$ cat config.mk
export PLATFORM = sky130hd
export DESIGN_NAME = e1_tx_payload_control_access
export DESIGN_NICKNAME = d
export VERILOG_FILES = /design/src/pkg/tx_payload_pkg.sv /design/src/e1_tx_payload_control_access.sv /design/src/indirect_store.sv
export SDC_FILE = /design/constraint.sdc
export NUM_CORES = 2
export LEC_CHECK = 0
export BUFFER_PORTS_ARGS = -buffer_cell sky130_fd_sc_hd__buf_2
export CAP_MARGIN = 20
export CORE_MARGIN = 3
export CORE_UTILIZATION = 40
export CTS_CLUSTER_DIAMETER = 60
export DETAILED_ROUTE_END_ITERATION = 8
export MAX_ROUTING_LAYER = met4
export PLACE_DENSITY = 0.57
export SYNTH_ARGS = -nofsm -noshare
export SYNTH_HDL_FRONTEND = slang
export SYNTH_SLANG_ARGS = --single-unit
$ cat constraint.sdc
create_clock -name clk_sys_in -period 5.4 [get_ports clk_sys_in]
set_clock_uncertainty 0.15 [all_clocks]
set_input_delay 1.62 -clock clk_sys_in [delete_from_list [all_inputs] [get_ports clk_sys_in]]
set_output_delay 1.62 -clock clk_sys_in [all_outputs]
set_load 0.01 [all_outputs]
$ cat src/pkg/tx_payload_pkg.sv
package tx_payload_pkg;

    // =========================================================
    // register indices (printed offsets), byte address = 4*index
    // =========================================================
    localparam logic [11:0] IDX_TEST_CFG = 12'h0_0c7;
    localparam logic [11:0] IDX_ACC_STATUS = 12'h0_0c8;
    localparam logic [11:0] IDX_ACC_CONTROL = 12'h0_0c9;
    localparam logic [11:0] IDX_ACC_DATA = 12'h0_0ca;
    localparam logic [11:0] IDX_PAYLOAD_CFG = 12'h0_0cb;
    localparam logic [11:0] IDX_FUNC_ENABLE = 12'h0_0cc;
    localparam int ADDR_SHIFT = 2;

    // =========================================================
    // reset values
    // =========================================================
    localparam logic [7:0] RST_TEST_CFG = 8'h00;
    localparam logic [7:0] RST_ACC_CONTROL = 8'h00;
    localparam logic [7:0] RST_ACC_DATA = 8'h00;
    localparam logic [7:0] RST_PAYLOAD_CFG = 8'h80;
    localparam logic [7:0] RST_FUNC_ENABLE = 8'h00;

    // =========================================================
    // field positions
    // =========================================================
    localparam int TC_LAUNCH_BIT = 0;
    localparam int TC_DIR_BIT = 1;
    localparam int TC_MODE_LSB = 2;
    localparam logic [7:0] TC_WRITE_MASK = 8'h0f;
    localparam int ST_BUSY_BIT = 0;
    localparam int AC_DIR_BIT = 7;
    localparam int PC_SNAP_BIT = 7;
    localparam int PC_GTRK_BIT = 6;
    localparam logic [7:0] PC_WRITE_MASK = 8'hc7;
    localparam int FE_ENABLE_BIT = 0;
    localparam int ENT_SUBST_LSB = 5;
    localparam int ENT_TEST_BIT = 6;
    localparam int ENT_STRK_BIT = 4;

    // =========================================================
    // indirect map
    // =========================================================
    localparam logic [6:0] IND_TRUNK_BASE = 7'h20;
    localparam logic [6:0] IND_SIG_BASE = 7'h40;
    localparam logic [6:0] IND_SIG_HOLE_A = 7'h40;
    localparam logic [6:0] IND_SIG_HOLE_B = 7'h50;
    localparam logic [6:0] IND_LAST = 7'h5f;

    // =========================================================
    // substitution and pattern modes
    // =========================================================
    typedef enum logic [2:0] {
        SUB_NONE = 3'b000,
        SUB_TRUNK = 3'b001,
        SUB_ALAW = 3'b010,
        SUB_ULAW = 3'b011,
        SUB_LOOP = 3'b100
    } subst_e;

    typedef enum logic [1:0] {
        PM_UNFRAMED = 2'b00,
        PM_BYTE = 2'b01,
        PM_SEVEN = 2'b10,
        PM_RSVD = 2'b11
    } pmode_e;

    // milliwatt sequences, eight bytes, index 0 in low byte
    localparam logic [63:0] ALAW_MW = 64'hb4a1_a1b4_3421_2134;
    localparam logic [63:0] ULAW_MW = 64'h9e8b_8b9e_1e0b_0b1e;
    localparam logic [7:0] SEVEN_MASK = 8'hfe;

    localparam int ACCESS_CYCLES = 2;

endpackage

$ cat src/e1_tx_payload_control_access.sv
`timescale 1ns/10ps
// Contract
// - busy flag shows ongoing indirect access
// - direction bit: 0 write, 1 read
// - indirect addresses 00-3F, 41-4F, 51-5F only
// - read command returns byte in data register
// - snapshot locks first-frame signaling per multiframe
// - global trunk off: per-slot signaling trunk bit
// - global trunk on: ABCD from entries everywhere
// - code 000: per-slot substitution field
// - code 001: per-slot data trunk code
// - codes 010/011: A-law/mu-law milliwatt
// - code 100: receive loopback; others reserved
// - test mode 00: all 32 slots
// - test mode 01: slots with test bit
// - test mode 10: seven MSBs only; 11 reserved
// - direction bit picks generate/check path
// - pattern engine starts on launch rising edge
// - enable bit gates all payload functions
module e1_tx_payload_control_access
    import tx_payload_pkg::*;
#(
    parameter int ADDR_W = 12,
    parameter int ACC_CYCLES = ACCESS_CYCLES
) (
    input wire logic clk_sys_in, // 10 MHz system clock
    input wire logic rstn_in, // async reset, low
    // apb slave
    input wire logic psel, // select
    input wire logic penable, // access phase
    input wire logic pwrite, // 1 write
    input wire logic [ADDR_W-1:0] paddr, // byte address
    input wire logic [31:0] pwdata, // write data
    output logic [31:0] prdata, // read data
    output logic pready, // always ready
    output logic pslverr, // unmapped address
    // transmit stream in, one slot per valid
    input wire logic slot_valid_in, // slot strobe
    input wire logic [4:0] slot_num_in, // timeslot 0..31
    input wire logic [3:0] frame_num_in, // frame in multiframe
    input wire logic mf_gen_in, // signaling multiframe active
    input wire logic [7:0] tx_data_in, // slot payload
    input wire logic [3:0] tx_signaling_in, // slot ABCD
    input wire logic [7:0] lb_data_in, // receive elastic data
    input wire logic [7:0] prbs_data_in, // generator byte
    // transmit stream out
    output logic slot_valid_out, // slot strobe, 1 later
    output logic [4:0] slot_num_out, // timeslot
    output logic [7:0] tx_data_out, // processed payload
    output logic [3:0] tx_signaling_out, // processed ABCD
    // pattern engine control
    output logic pattern_start_out, // one-cycle start pulse
    output logic pattern_direction_out, // 0 gen tx, 1 gen rx
    output logic [1:0] pattern_framing_mode_out, // mode
    output logic [7:0] prbs_extract_mask_out, // bits for detector
    output logic prbs_extract_valid_out // tx byte to detector
);

    // =========================================================
    // registers
    // =========================================================
    logic [7:0] test_cfg_r;
    logic [7:0] acc_ctrl_r;
    logic [7:0] acc_data_r;
    logic [7:0] payload_cfg_r;
    logic [7:0] func_en_r;
    logic busy_r;
    logic [3:0] acc_cnt_r;
    logic launch_d_r;

    typedef enum logic [1:0] {
        ACC_IDLE = 2'b00,
        ACC_WAIT = 2'b01,
        ACC_DONE = 2'b10
    } acc_state_e;
    acc_state_e acc_state_r;
    acc_state_e acc_state_nxt;

    // =========================================================
    // apb decode
    // =========================================================
    logic [ADDR_W-1:0] a_test;
    logic [ADDR_W-1:0] a_stat;
    logic [ADDR_W-1:0] a_ctrl;
    logic [ADDR_W-1:0] a_data;
    logic [ADDR_W-1:0] a_pcfg;
    logic [ADDR_W-1:0] a_fen;
    assign a_test = ADDR_W'(IDX_TEST_CFG << ADDR_SHIFT);
    assign a_stat = ADDR_W'(IDX_ACC_STATUS << ADDR_SHIFT);
    assign a_ctrl = ADDR_W'(IDX_ACC_CONTROL << ADDR_SHIFT);
    assign a_data = ADDR_W'(IDX_ACC_DATA << ADDR_SHIFT);
    assign a_pcfg = ADDR_W'(IDX_PAYLOAD_CFG << ADDR_SHIFT);
    assign a_fen = ADDR_W'(IDX_FUNC_ENABLE << ADDR_SHIFT);

    logic acc;
    logic wr;
    logic hit;
    assign acc = psel && penable;
    assign wr = acc && pwrite;
    assign hit = (paddr == a_test) || (paddr == a_stat) ||
                 (paddr == a_ctrl) || (paddr == a_data) ||
                 (paddr == a_pcfg) || (paddr == a_fen);
    assign pready = 1'b1;
    assign pslverr = acc && !hit;

    logic ctrl_wr;
    assign ctrl_wr = wr && (paddr == a_ctrl);

    always_comb begin
        prdata = 32'h0000_0000;
        if (acc && !pwrite) begin
            case (paddr)
                a_test: prdata[7:0] = test_cfg_r;
                a_stat: prdata[ST_BUSY_BIT] = busy_r;
                a_ctrl: prdata[7:0] = acc_ctrl_r;
                a_data: prdata[7:0] = acc_data_r;
                a_pcfg: prdata[7:0] = payload_cfg_r;
                a_fen: prdata[7:0] = func_en_r;
                default: prdata = 32'h0000_0000;
            endcase
        end
    end

    always_ff @(posedge clk_sys_in or negedge rstn_in) begin
        if (!rstn_in) begin
            test_cfg_r <= RST_TEST_CFG;
            payload_cfg_r <= RST_PAYLOAD_CFG;
            func_en_r <= RST_FUNC_ENABLE;
        end else if (wr) begin
            if (paddr == a_test) begin
                test_cfg_r <= pwdata[7:0] & TC_WRITE_MASK;
            end
            if (paddr == a_pcfg) begin
                payload_cfg_r <= pwdata[7:0] & PC_WRITE_MASK;
            end
            if (paddr == a_fen) begin
                func_en_r <= {7'h00, pwdata[FE_ENABLE_BIT]};
            end
        end
    end

    // =========================================================
    // indirect access engine
    // =========================================================
    logic store_wr;
    logic [7:0] store_rdata;
    logic [7:0] subst_ent;
    logic [7:0] trunk_ent;
    logic [7:0] sig_ent;

    // a write command while busy is dropped, ctrl stays intact
    always_ff @(posedge clk_sys_in or negedge rstn_in) begin
        if (!rstn_in) begin
            acc_ctrl_r <= RST_ACC_CONTROL;
        end else if (ctrl_wr && !busy_r) begin
            acc_ctrl_r <= pwdata[7:0];
        end
    end

    always_comb begin
        acc_state_nxt = acc_state_r;
        case (acc_state_r)
            ACC_IDLE: begin
                if (ctrl_wr) begin
                    acc_state_nxt = ACC_WAIT;
                end
            end
            ACC_WAIT: begin
                if (acc_cnt_r == 4'd0) begin
                    acc_state_nxt = ACC_DONE;
                end
            end
            ACC_DONE: acc_state_nxt = ACC_IDLE;
            default: acc_state_nxt = ACC_IDLE;
        endcase
    end

    always_ff @(posedge clk_sys_in or negedge rstn_in) begin
        if (!rstn_in) begin
            acc_state_r <= ACC_IDLE;
            busy_r <= 1'b0;
            acc_cnt_r <= 4'd0;
        end else begin
            acc_state_r <= acc_state_nxt;
            busy_r <= (acc_state_nxt != ACC_IDLE);
            if (acc_state_r == ACC_IDLE) begin
                acc_cnt_r <= 4'(ACC_CYCLES - 1);
            end else if (acc_cnt_r != 4'd0) begin
                acc_cnt_r <= acc_cnt_r - 4'd1;
            end
        end
    end

    // data register: host writes only while idle, read result lands
    // at the done cycle and overrides any same-cycle host write
    always_ff @(posedge clk_sys_in or negedge rstn_in) begin
        if (!rstn_in) begin
            acc_data_r <= RST_ACC_DATA;
        end else if (acc_state_r == ACC_DONE &&
                     acc_ctrl_r[AC_DIR_BIT]) begin
            acc_data_r <= store_rdata;
        end else if (wr && paddr == a_data && !busy_r) begin
            acc_data_r <= pwdata[7:0];
        end
    end

    assign store_wr = (acc_state_r == ACC_DONE) &&
                      !acc_ctrl_r[AC_DIR_BIT];

    indirect_store #(
        .DEPTH(128)
    ) u_store (
        .clk_sys_in(clk_sys_in),
        .rstn_in(rstn_in),
        .wr_en_in(store_wr),
        .addr_in(acc_ctrl_r[6:0]),
        .wdata_in(acc_data_r),
        .rdata_out(store_rdata),
        .slot_in(slot_num_in),
        .subst_ent_out(subst_ent),
        .trunk_ent_out(trunk_ent),
        .sig_ent_out(sig_ent)
    );

    // =========================================================
    // pattern engine control
    // =========================================================
    logic func_en;
    logic [1:0] pmode;
    logic pdir;
    assign func_en = func_en_r[FE_ENABLE_BIT];
    assign pmode = test_cfg_r[TC_MODE_LSB +: 2];
    assign pdir = test_cfg_r[TC_DIR_BIT];

    always_ff @(posedge clk_sys_in or negedge rstn_in) begin
        if (!rstn_in) begin
            launch_d_r <= 1'b0;
            pattern_start_out <= 1'b0;
        end else begin
            launch_d_r <= test_cfg_r[TC_LAUNCH_BIT];
            pattern_start_out <= func_en &&
                test_cfg_r[TC_LAUNCH_BIT] && !launch_d_r;
        end
    end
    assign pattern_direction_out = pdir;
    assign pattern_framing_mode_out = pmode;

    // per-slot mask of bits that the pattern touches
    logic [7:0] pmask;
    always_comb begin
        case (pmode)
            PM_UNFRAMED: pmask = 8'hff;
            PM_BYTE: pmask = sig_ent[ENT_TEST_BIT] ?
                             8'hff : 8'h00;
            PM_SEVEN: pmask = sig_ent[ENT_TEST_BIT] ?
                              SEVEN_MASK : 8'h00;
            default: pmask = 8'h00;
        endcase
    end

    // =========================================================
    // payload substitution
    // =========================================================
    logic [2:0] gsub;
    logic [2:0] eff_sub;
    logic [2:0] mw_idx;
    logic [7:0] sub_data;
    assign gsub = payload_cfg_r[2:0];
    assign mw_idx = frame_num_in[2:0];
    // per-slot code used only while global code is 000
    assign eff_sub = (gsub == SUB_NONE) ?
                     subst_ent[ENT_SUBST_LSB +: 3] : gsub;

    always_comb begin
        case (eff_sub)
            SUB_TRUNK: sub_data = trunk_ent;
            SUB_ALAW: sub_data = ALAW_MW[mw_idx*8 +: 8];
            SUB_ULAW: sub_data = ULAW_MW[mw_idx*8 +: 8];
            SUB_LOOP: sub_data = lb_data_in;
            default: sub_data = tx_data_in;
        endcase
    end

    // generated pattern overrides substitution on its own bits
    logic [7:0] pat_mask;
    logic [7:0] data_nxt;
    assign pat_mask = pdir ? 8'h00 : pmask;
    assign data_nxt = func_en ?
        ((sub_data & ~pat_mask) | (prbs_data_in & pat_mask)) :
        tx_data_in;

    // =========================================================
    // signaling snapshot and trunk conditioning
    // =========================================================
    logic [3:0] snap_r [32];
    logic snap_take;
    assign snap_take = slot_valid_in && mf_gen_in &&
                       frame_num_in == 4'd0;

    genvar si;
    generate
        for (si = 0; si < 32; si++) begin : g_snap
            always_ff @(posedge clk_sys_in or negedge rstn_in) begin
                if (!rstn_in) begin
                    snap_r[si] <= 4'h0;
                end else if (snap_take && slot_num_in == 5'(si)) begin
                    snap_r[si] <= tx_signaling_in;
                end
            end
        end
    endgenerate

    // first frame passes live input; later frames use the lock
    logic snap_on;
    logic [3:0] sig_src;
    logic trunk_on;
    logic [3:0] sig_nxt;
    assign snap_on = payload_cfg_r[PC_SNAP_BIT] && mf_gen_in &&
                     frame_num_in != 4'd0;
    assign sig_src = snap_on ? snap_r[slot_num_in] :
                     tx_signaling_in;
    assign trunk_on = payload_cfg_r[PC_GTRK_BIT] ||
                      sig_ent[ENT_STRK_BIT];
    assign sig_nxt = !func_en ? tx_signaling_in :
                     trunk_on ? sig_ent[3:0] : sig_src;

    // =========================================================
    // output stage
    // =========================================================
    always_ff @(posedge clk_sys_in or negedge rstn_in) begin
        if (!rstn_in) begin
            slot_valid_out <= 1'b0;
            slot_num_out <= 5'd0;
            tx_data_out <= 8'h00;
            tx_signaling_out <= 4'h0;
            prbs_extract_mask_out <= 8'h00;
            prbs_extract_valid_out <= 1'b0;
        end else begin
            slot_valid_out <= slot_valid_in;
            if (slot_valid_in) begin
                slot_num_out <= slot_num_in;
                tx_data_out <= data_nxt;
                tx_signaling_out <= sig_nxt;
                prbs_extract_mask_out <= pmask;
            end
            // detector on transmit side only when direction is 1
            prbs_extract_valid_out <= slot_valid_in && func_en &&
                                      pdir && pmask != 8'h00;
        end
    end

endmodule

$ cat src/indirect_store.sv
`timescale 1ns/10ps
module indirect_store
    import tx_payload_pkg::*;
#(
    parameter int DEPTH = 128
) (
    input wire logic clk_sys_in, // system clock
    input wire logic rstn_in, // async reset, low
    input wire logic wr_en_in, // host write strobe
    input wire logic [6:0] addr_in, // host address
    input wire logic [7:0] wdata_in, // host write data
    output logic [7:0] rdata_out, // host read data
    input wire logic [4:0] slot_in, // stream timeslot
    output logic [7:0] subst_ent_out, // entry 00h+slot
    output logic [7:0] trunk_ent_out, // entry 20h+slot
    output logic [7:0] sig_ent_out // entry 40h+slot
);

    // =========================================================
    // storage
    // =========================================================
    logic [7:0] mem_r [DEPTH];

    // holes and locations past the map read zero, take no write
    function automatic logic valid_addr(input logic [6:0] a);
        valid_addr = (a <= IND_LAST) && (a != IND_SIG_HOLE_A) &&
                     (a != IND_SIG_HOLE_B);
    endfunction

    genvar gi;
    generate
        for (gi = 0; gi < DEPTH; gi++) begin : g_ent
            always_ff @(posedge clk_sys_in or negedge rstn_in) begin
                if (!rstn_in) begin
                    mem_r[gi] <= 8'h00;
                end else if (wr_en_in && valid_addr(addr_in) &&
                             addr_in == 7'(gi)) begin
                    mem_r[gi] <= wdata_in;
                end
            end
        end
    endgenerate

    logic [6:0] sig_addr;
    assign sig_addr = IND_SIG_BASE | {2'b00, slot_in};
    assign rdata_out = valid_addr(addr_in) ? mem_r[addr_in] : 8'h00;
    assign subst_ent_out = mem_r[{2'b00, slot_in}];
    assign trunk_ent_out = mem_r[IND_TRUNK_BASE | {2'b00, slot_in}];
    assign sig_ent_out = valid_addr(sig_addr) ? mem_r[sig_addr] : 8'h00;

endmodule

Yosys cells after proc, flatten, opt, wreduce, memory -nomap -nowiden
Index checks and enable logic that the tools add are counted.

storage, ports and cells
  register bits = 1214
  input port bits = 88
  output and inout port bits = 65
  word-level logic and storage cells = 628

operators by class
  add/subtract/negate cells = 1
  magnitude comparators = 7
  equality and inequality tests = 175
  shifts and indexed selects = 2
  muxes and demuxes = 46
  bitwise operators = 9
  reductions and logical operators = 212

operator list
  cell                     number
  $eq 7x7->1 const B       64
  $bmux 8 s7               4
  $eq 7x6->1 const B       32
  $logic_and 1x1->1        184
  $shiftx 64x7->8 const A  2
  $eq 7x5->1 const B       16
  $mux 8                   14
  $eq 5x5->1 const B       16
  $eq 12x10->1 const B     6
  $eq 7x4->1 const B       8
  $mux 7                   8
  $eq 5x4->1 const B       8
  $ge 8x8->1 const B       4
  $pmux 8 s4               1
  $eq 7x3->1 const B       4
  $mux 4                   7
  $pmux 8 s3               1
  $bmux 4 s5               1
  $eq 5x3->1 const B       4
  $and 8x8->8              2
  $not 7->8                2
  $eq 7x2->1 const B       2
  $le 7x7->1 const B       2
  $ne 7x7->1 const B       2
  32 further kinds         58

Depth between registers and ports, before layout
  word-level depth = 12
  depth in mapped cells = 13
  depth with buffers taken out = 8

By module
A second synthesis with hierarchy kept.

second synthesis, totals
  cell total of the unflattened synthesis = 3443
  area, all modules = 52306.4 µm²

by module, submodules not included
  module                        times used  cells an instance  area each (µm²)
  indirect_store                1           2638               42577.1
  e1_tx_payload_control_access  1           805                9729.3

Worst setup path before layout
Ideal clock, no wire load.

  path type = input port to output port
  start = in paddr[1]
  end = out prdata[0]
  arrival = 3210 ps
  setup slack = 420 ps
  stages on the path = 6
  buffers on the path = 0
  path through = or4_1 -> nor4_1 -> nand2_1 -> nor4b_1 -> a22oi_1 -> a21oi_1

between the ends
  word-level cells in the longest chain between the ends = 8

RTL lines
  item                 line                                 source
  start, declared      e1_tx_payload_control_access.sv:32   input wire logic [ADDR_W-1:0] paddr,
  $eq 12x10->1         e1_tx_payload_control_access.sv:112  case (paddr)
  $mux 1 (5 in a row)  e1_tx_payload_control_access.sv:112
  $mux 1 (*)           e1_tx_payload_control_access.sv:112
  $mux 8 (*)           e1_tx_payload_control_access.sv:111  if (acc && !pwrite) begin
  end, declared        e1_tx_payload_control_access.sv:34   output logic [31:0] prdata,

Mark *: on every way between the ends. The rest lies on a longest branch, timed or not.

Worst setup path after layout
  start = in paddr[6]
  end = out prdata[2]

between the ends
  word-level cells in the longest chain between the ends = 7

RTL lines
  item                 line
  $eq 12x10->1         e1_tx_payload_control_access.sv:112
  $mux 7 (4 in a row)  e1_tx_payload_control_access.sv:112
  $mux 7 (*)           e1_tx_payload_control_access.sv:112
  $mux 8 (*)           e1_tx_payload_control_access.sv:111

Marks and branches as above.

==> flow_summary.yaml <==
placed_design:
  place.port_buffers: 103
  finalWeightedCongestion: 0.844
  post_dp_hpwl_um: 94700
worst_setup_path:
  timing.critical_path.required_ps: 3630
  worst_path_dominant_cell_family: "simple AND/OR/NAND/NOR gates"
  endpoint_kind: "output port"
  cpMostUsedCell: "sky130_fd_sc_hd__buf_6"
  crit_arrival_ps: 3550
  critPathKind: "in2out"
  cp_buf_inv_count: 5
  ff2ff_path_depth: 8
  startpoint_type: "input pin"
  critical_path.cell_chain: "buf_6 > or4_4 > nor4_4 > buf_4 > nand2_4 > nor3_4 > buf_6 > a22oi_2 > nor2_1 > buf_4 > buf_6"
  timing.critical_path.slowest_cell_delay_ps: 540
  worstPathMaxFanout: 3
  cp_slowest_cell: "sky130_fd_sc_hd__or4_4"
  path_depth: 11
drt:
  post-route-drc-count: 0
  dr_total_vias: 29600
  route.detailed.vias_per_inst: 5.98
  route.antenna.remaining_nets: 0
  total_routed_wirelength_um: 144000
  routedWlPerCell_um: 29.0
  drt_iter0_markers: 2099
  drt_first_pass_iters: 7
synthesis:
  syn_area_per_cell_sq_um: 15.5
  synthAdderAreaFrac: 0.000773
  ys_seq_area_frac: 0.490
  synth_cells: 3127
  ys_warn_count: 0
  synthXorXnorAreaFrac: 0.000361
  postSynth.topFlopCell: "sky130_fd_sc_hd__dfrtp_1"
  postSynthRegisterBits: 952
  share_of_flip_flops_with_an_asynchronous_set_or_reset: 1.00
  main_combinational_cell_family_by_area_after_synthesis: "multiplexers"
  yosys.area_share.simple: 0.0332
  synth_edf_count: 0
  synthDistinctLibCells: 72
  synth.area.mux_share: 0.426
  netlist_area_sq_mm: 0.0486
  synth_compound_gate_area_share: 0.0190
floorplan:
  chipWidth_um: 355
  rows: 127
  placeableCoreArea_sq_mm: 0.120
  die_area_sq_mm: 0.126
  die-height_um: 355
  ioPinCount: 153
  floorplan.initialDensity: 0.404
sta:
  final.min_clock_period_ps: 5320
  final.period_utilization: 0.986
  worstMarginPinSlew_ps: 1140
  grt_setup_unrepaired: "yes"
  timing.max_slew.rel_slack: 0.239
  finalHoldViolations: 0
  fmax_mhz: 188
  drv_slew: 0
  setup-violations-final: 0
  tns_ps: 0
min_path:
  min_path_type: "reg2reg"
  holdPathStages: 0
cts:
  clock-root-buffer: "sky130_fd_sc_hd__clkbuf_16"
  ctsHoldBuffers: 0
  h-tree-depth: 3
  cts.sinks: 952
  worstSkewPairLatency_ps: 690
  cts_buffer_count: 107
  worst_setup_hold_path_clk_slew_ps: 60
  post_cts_buffers: 0
  cts_tree: "done"
  cts_buffer_depth: 3
global_routing:
  antenna_found_initial: 8
  groute.usage.overall: 0.236
  first_pass_grt_wire_length_um: 216000
  grt_start_max_net_pins: 112
  globalRouteOverflowTotal: 0
  number_of_global_route_vias_before_repair: 31900
cells_and_area:
  final_layout_size_suffix_gt1_frac: 0.549
  area.growth.synth_to_final_pct: 13.5
  final_net_count: 3333
  fillers: 10400
  finish.utilization: 0.459
power_and_ir_drop:
  power-per-cell-area_mw_per_mm2: 276
  p_leak_nw: 25.3
  vdd.ir_drop.worst_mv: 0.236
run:
  max_cap_violations: 0
outcome:
  run_status: "complete, no violations"
[cell families (layout without fill, tap and decap cells)]
group / Yosys count / after routing
xor gates and xnor gates: 2 / 2
and+or+nand+nor: 353 / 353
other: 2 / 36
buffers and inverters: 306 / 487
muxes: 1392 / 1392
AOI/OAI and AO/OA: 117 / 117
adders and majority gates: 3 / 3
DFF: 952 / 952
[area by class of cell]
type                       instances  area (sq um)  area share
timing repair buffer             271          2090      0.0380
multi-input combinational       1892         23400       0.425
sequential                       952         23800       0.432
tap                             1612          2020      0.0366
clock buffer                     160          3280      0.0595
clock inverter                    38           400     0.00726
inverter                          18          68.8     0.00125
antenna                           11          27.5    0.000499
[cell usage in the layout, fill, tap and decap left out, types with 5 or more instances in the layout]
cell type,n
sky130_fd_sc_hd__mux2i_1,20
sky130_fd_sc_hd__a211o_1,5
sky130_fd_sc_hd__o31ai_1,8
sky130_fd_sc_hd__dfrtp_2,9
sky130_fd_sc_hd__clkbuf_1,17
sky130_fd_sc_hd__a211oi_1,5
sky130_fd_sc_hd__mux2_2,894
sky130_fd_sc_hd__mux2_1,32
sky130_fd_sc_hd__inv_1,14
sky130_fd_sc_hd__nand4_1,8
sky130_fd_sc_hd__bufinv_16,6
sky130_fd_sc_hd__dfrtp_1,940
sky130_fd_sc_hd__conb_1,25
sky130_fd_sc_hd__o311ai_1,6
sky130_fd_sc_hd__clkinv_2,23
sky130_fd_sc_hd__o21ai_0,11
sky130_fd_sc_hd__nor4_1,8
sky130_fd_sc_hd__a21oi_1,10
sky130_fd_sc_hd__a31oi_1,6
sky130_fd_sc_hd__clkbuf_8,33
sky130_fd_sc_hd__buf_2,96
sky130_fd_sc_hd__nand2_1,126
sky130_fd_sc_hd__a221oi_1,7
sky130_fd_sc_hd__nor2b_1,16
sky130_fd_sc_hd__buf_12,20
sky130_fd_sc_hd__a211oi_2,6
sky130_fd_sc_hd__a22oi_1,10
sky130_fd_sc_hd__nand3_1,10
sky130_fd_sc_hd__diode_2,11
sky130_fd_sc_hd__mux4_2,444
sky130_fd_sc_hd__nor2_1,117
sky130_fd_sc_hd__nand2b_1,15
sky130_fd_sc_hd__clkbuf_16,111
sky130_fd_sc_hd__or3_1,9
sky130_fd_sc_hd__and2_1,10
sky130_fd_sc_hd__nor3_1,9
sky130_fd_sc_hd__buf_4,147
[through the flow]
stage	total power [mW]	hold WS, ps	cell area (sq um)	instances	setup WS (ps)
final	15.2	224	55200	4954	78.3
after detailed placement	7.87	215	51300	4743	-98.2
after global routing	15.8	240	55100	4949	-4.66
after CTS	15.4	228	55000	4941	11.2
after floorplan	7.57	227	48700	3150	420
after global placement	7.86	211	51300	4743	-232
[what timing repair did]
action,4_1_cts,5_1_grt
setup endpoints to repair,2,2
pin swaps,0,7
resized for setup,2,15
hold endpoints to repair,0,0
[per-layer routing]
metal,share of wire,global-route usage
met1,0.42,0.304
met5,0,-
met3,0.059,0.0475
met4,0.035,0.0762
met2,0.49,0.378
[power by group]
group,total [mW],switching [mW],internal (mW)
clock,7.51,3.03,4.48
sequential,7.18,0.0171,7.16
combinational,0.553,0.380,0.173
[synthesized netlist by cell type, types with 7 or more instances]
cell / n / area (sq um)
sky130_fd_sc_hd__mux2i_1: 20 / 200
sky130_fd_sc_hd__o21ai_0: 11 / 55.1
sky130_fd_sc_hd__or3_1: 9 / 56.3
sky130_fd_sc_hd__o31ai_1: 8 / 60.1
sky130_fd_sc_hd__buf_1: 15 / 56.3
sky130_fd_sc_hd__and2_1: 10 / 62.6
sky130_fd_sc_hd__nand2b_1: 15 / 93.8
sky130_fd_sc_hd__clkbuf_1: 165 / 619
sky130_fd_sc_hd__buf_6: 15 / 169
sky130_fd_sc_hd__mux2_2: 894 / 10100
sky130_fd_sc_hd__nand4_1: 8 / 50.1
sky130_fd_sc_hd__a21oi_1: 10 / 50.1
sky130_fd_sc_hd__nand2_1: 128 / 480
sky130_fd_sc_hd__a22oi_1: 12 / 90.1
sky130_fd_sc_hd__inv_1: 14 / 52.6
sky130_fd_sc_hd__buf_2: 54 / 270
sky130_fd_sc_hd__mux2_1: 32 / 360
sky130_fd_sc_hd__nand3_1: 10 / 50.1
sky130_fd_sc_hd__nor3_1: 10 / 50.1
sky130_fd_sc_hd__nor2b_1: 16 / 100
sky130_fd_sc_hd__nor4_1: 9 / 56.3
sky130_fd_sc_hd__buf_4: 38 / 285
sky130_fd_sc_hd__dfrtp_1: 951 / 23800
sky130_fd_sc_hd__a221oi_1: 7 / 61.3
sky130_fd_sc_hd__mux4_2: 444 / 10000
sky130_fd_sc_hd__nor2_1: 117 / 439
[worst reg2reg max path: stages, from the launching register on]
cell	delay [ps]
sky130_fd_sc_hd__dfrtp_4	990
sky130_fd_sc_hd__nor4_1	200
sky130_fd_sc_hd__o21ai_1	290
sky130_fd_sc_hd__nand3b_1	270
sky130_fd_sc_hd__nor3_1	390
sky130_fd_sc_hd__nand2_1	550
sky130_fd_sc_hd__nor2_1	790
sky130_fd_sc_hd__buf_4	280
sky130_fd_sc_hd__mux2_2	340
[final timing paths]
kind / startpoint / end / slack [ps]
worst max-delay path: paddr[6] / prdata[2] / 80
worst min-delay path: u_store.mem_r[383]$_DFFE_PN0P_ / u_store.mem_r[383]$_DFFE_PN0P_ / 220
worst max register to register: acc_ctrl_r[1]$_DFFE_PN0P_ / u_store.mem_r[876]$_DFFE_PN0P_ / 1030
worst min register to register: u_store.mem_r[383]$_DFFE_PN0P_ / u_store.mem_r[383]$_DFFE_PN0P_ / 220
max in group asynchronous: rstn_in / u_store.mem_r[385]$_DFFE_PN0P_ / 2970
min in group asynchronous: rstn_in / u_store.mem_r[605]$_DFFE_PN0P_ / 800
[registers in the layout (all words and copies together) (netlist names)]
register / flops
slot_num_out: 5
func_en_r: 1
busy_r: 1
tx_signaling_out: 4
acc_data_r: 8
test_cfg_r: 4
payload_cfg_r: 5
acc_state_r: 2
launch_d_r: 1
snap_r: 128
pattern_start_out: 1
prbs_extract_mask_out: 2
acc_ctrl_r: 8
u_store.mem_r: 768
prbs_extract_valid_out: 1
tx_data_out: 8
slot_valid_out: 1
acc_cnt_r: 4
(Power assumes the default switching activity.)
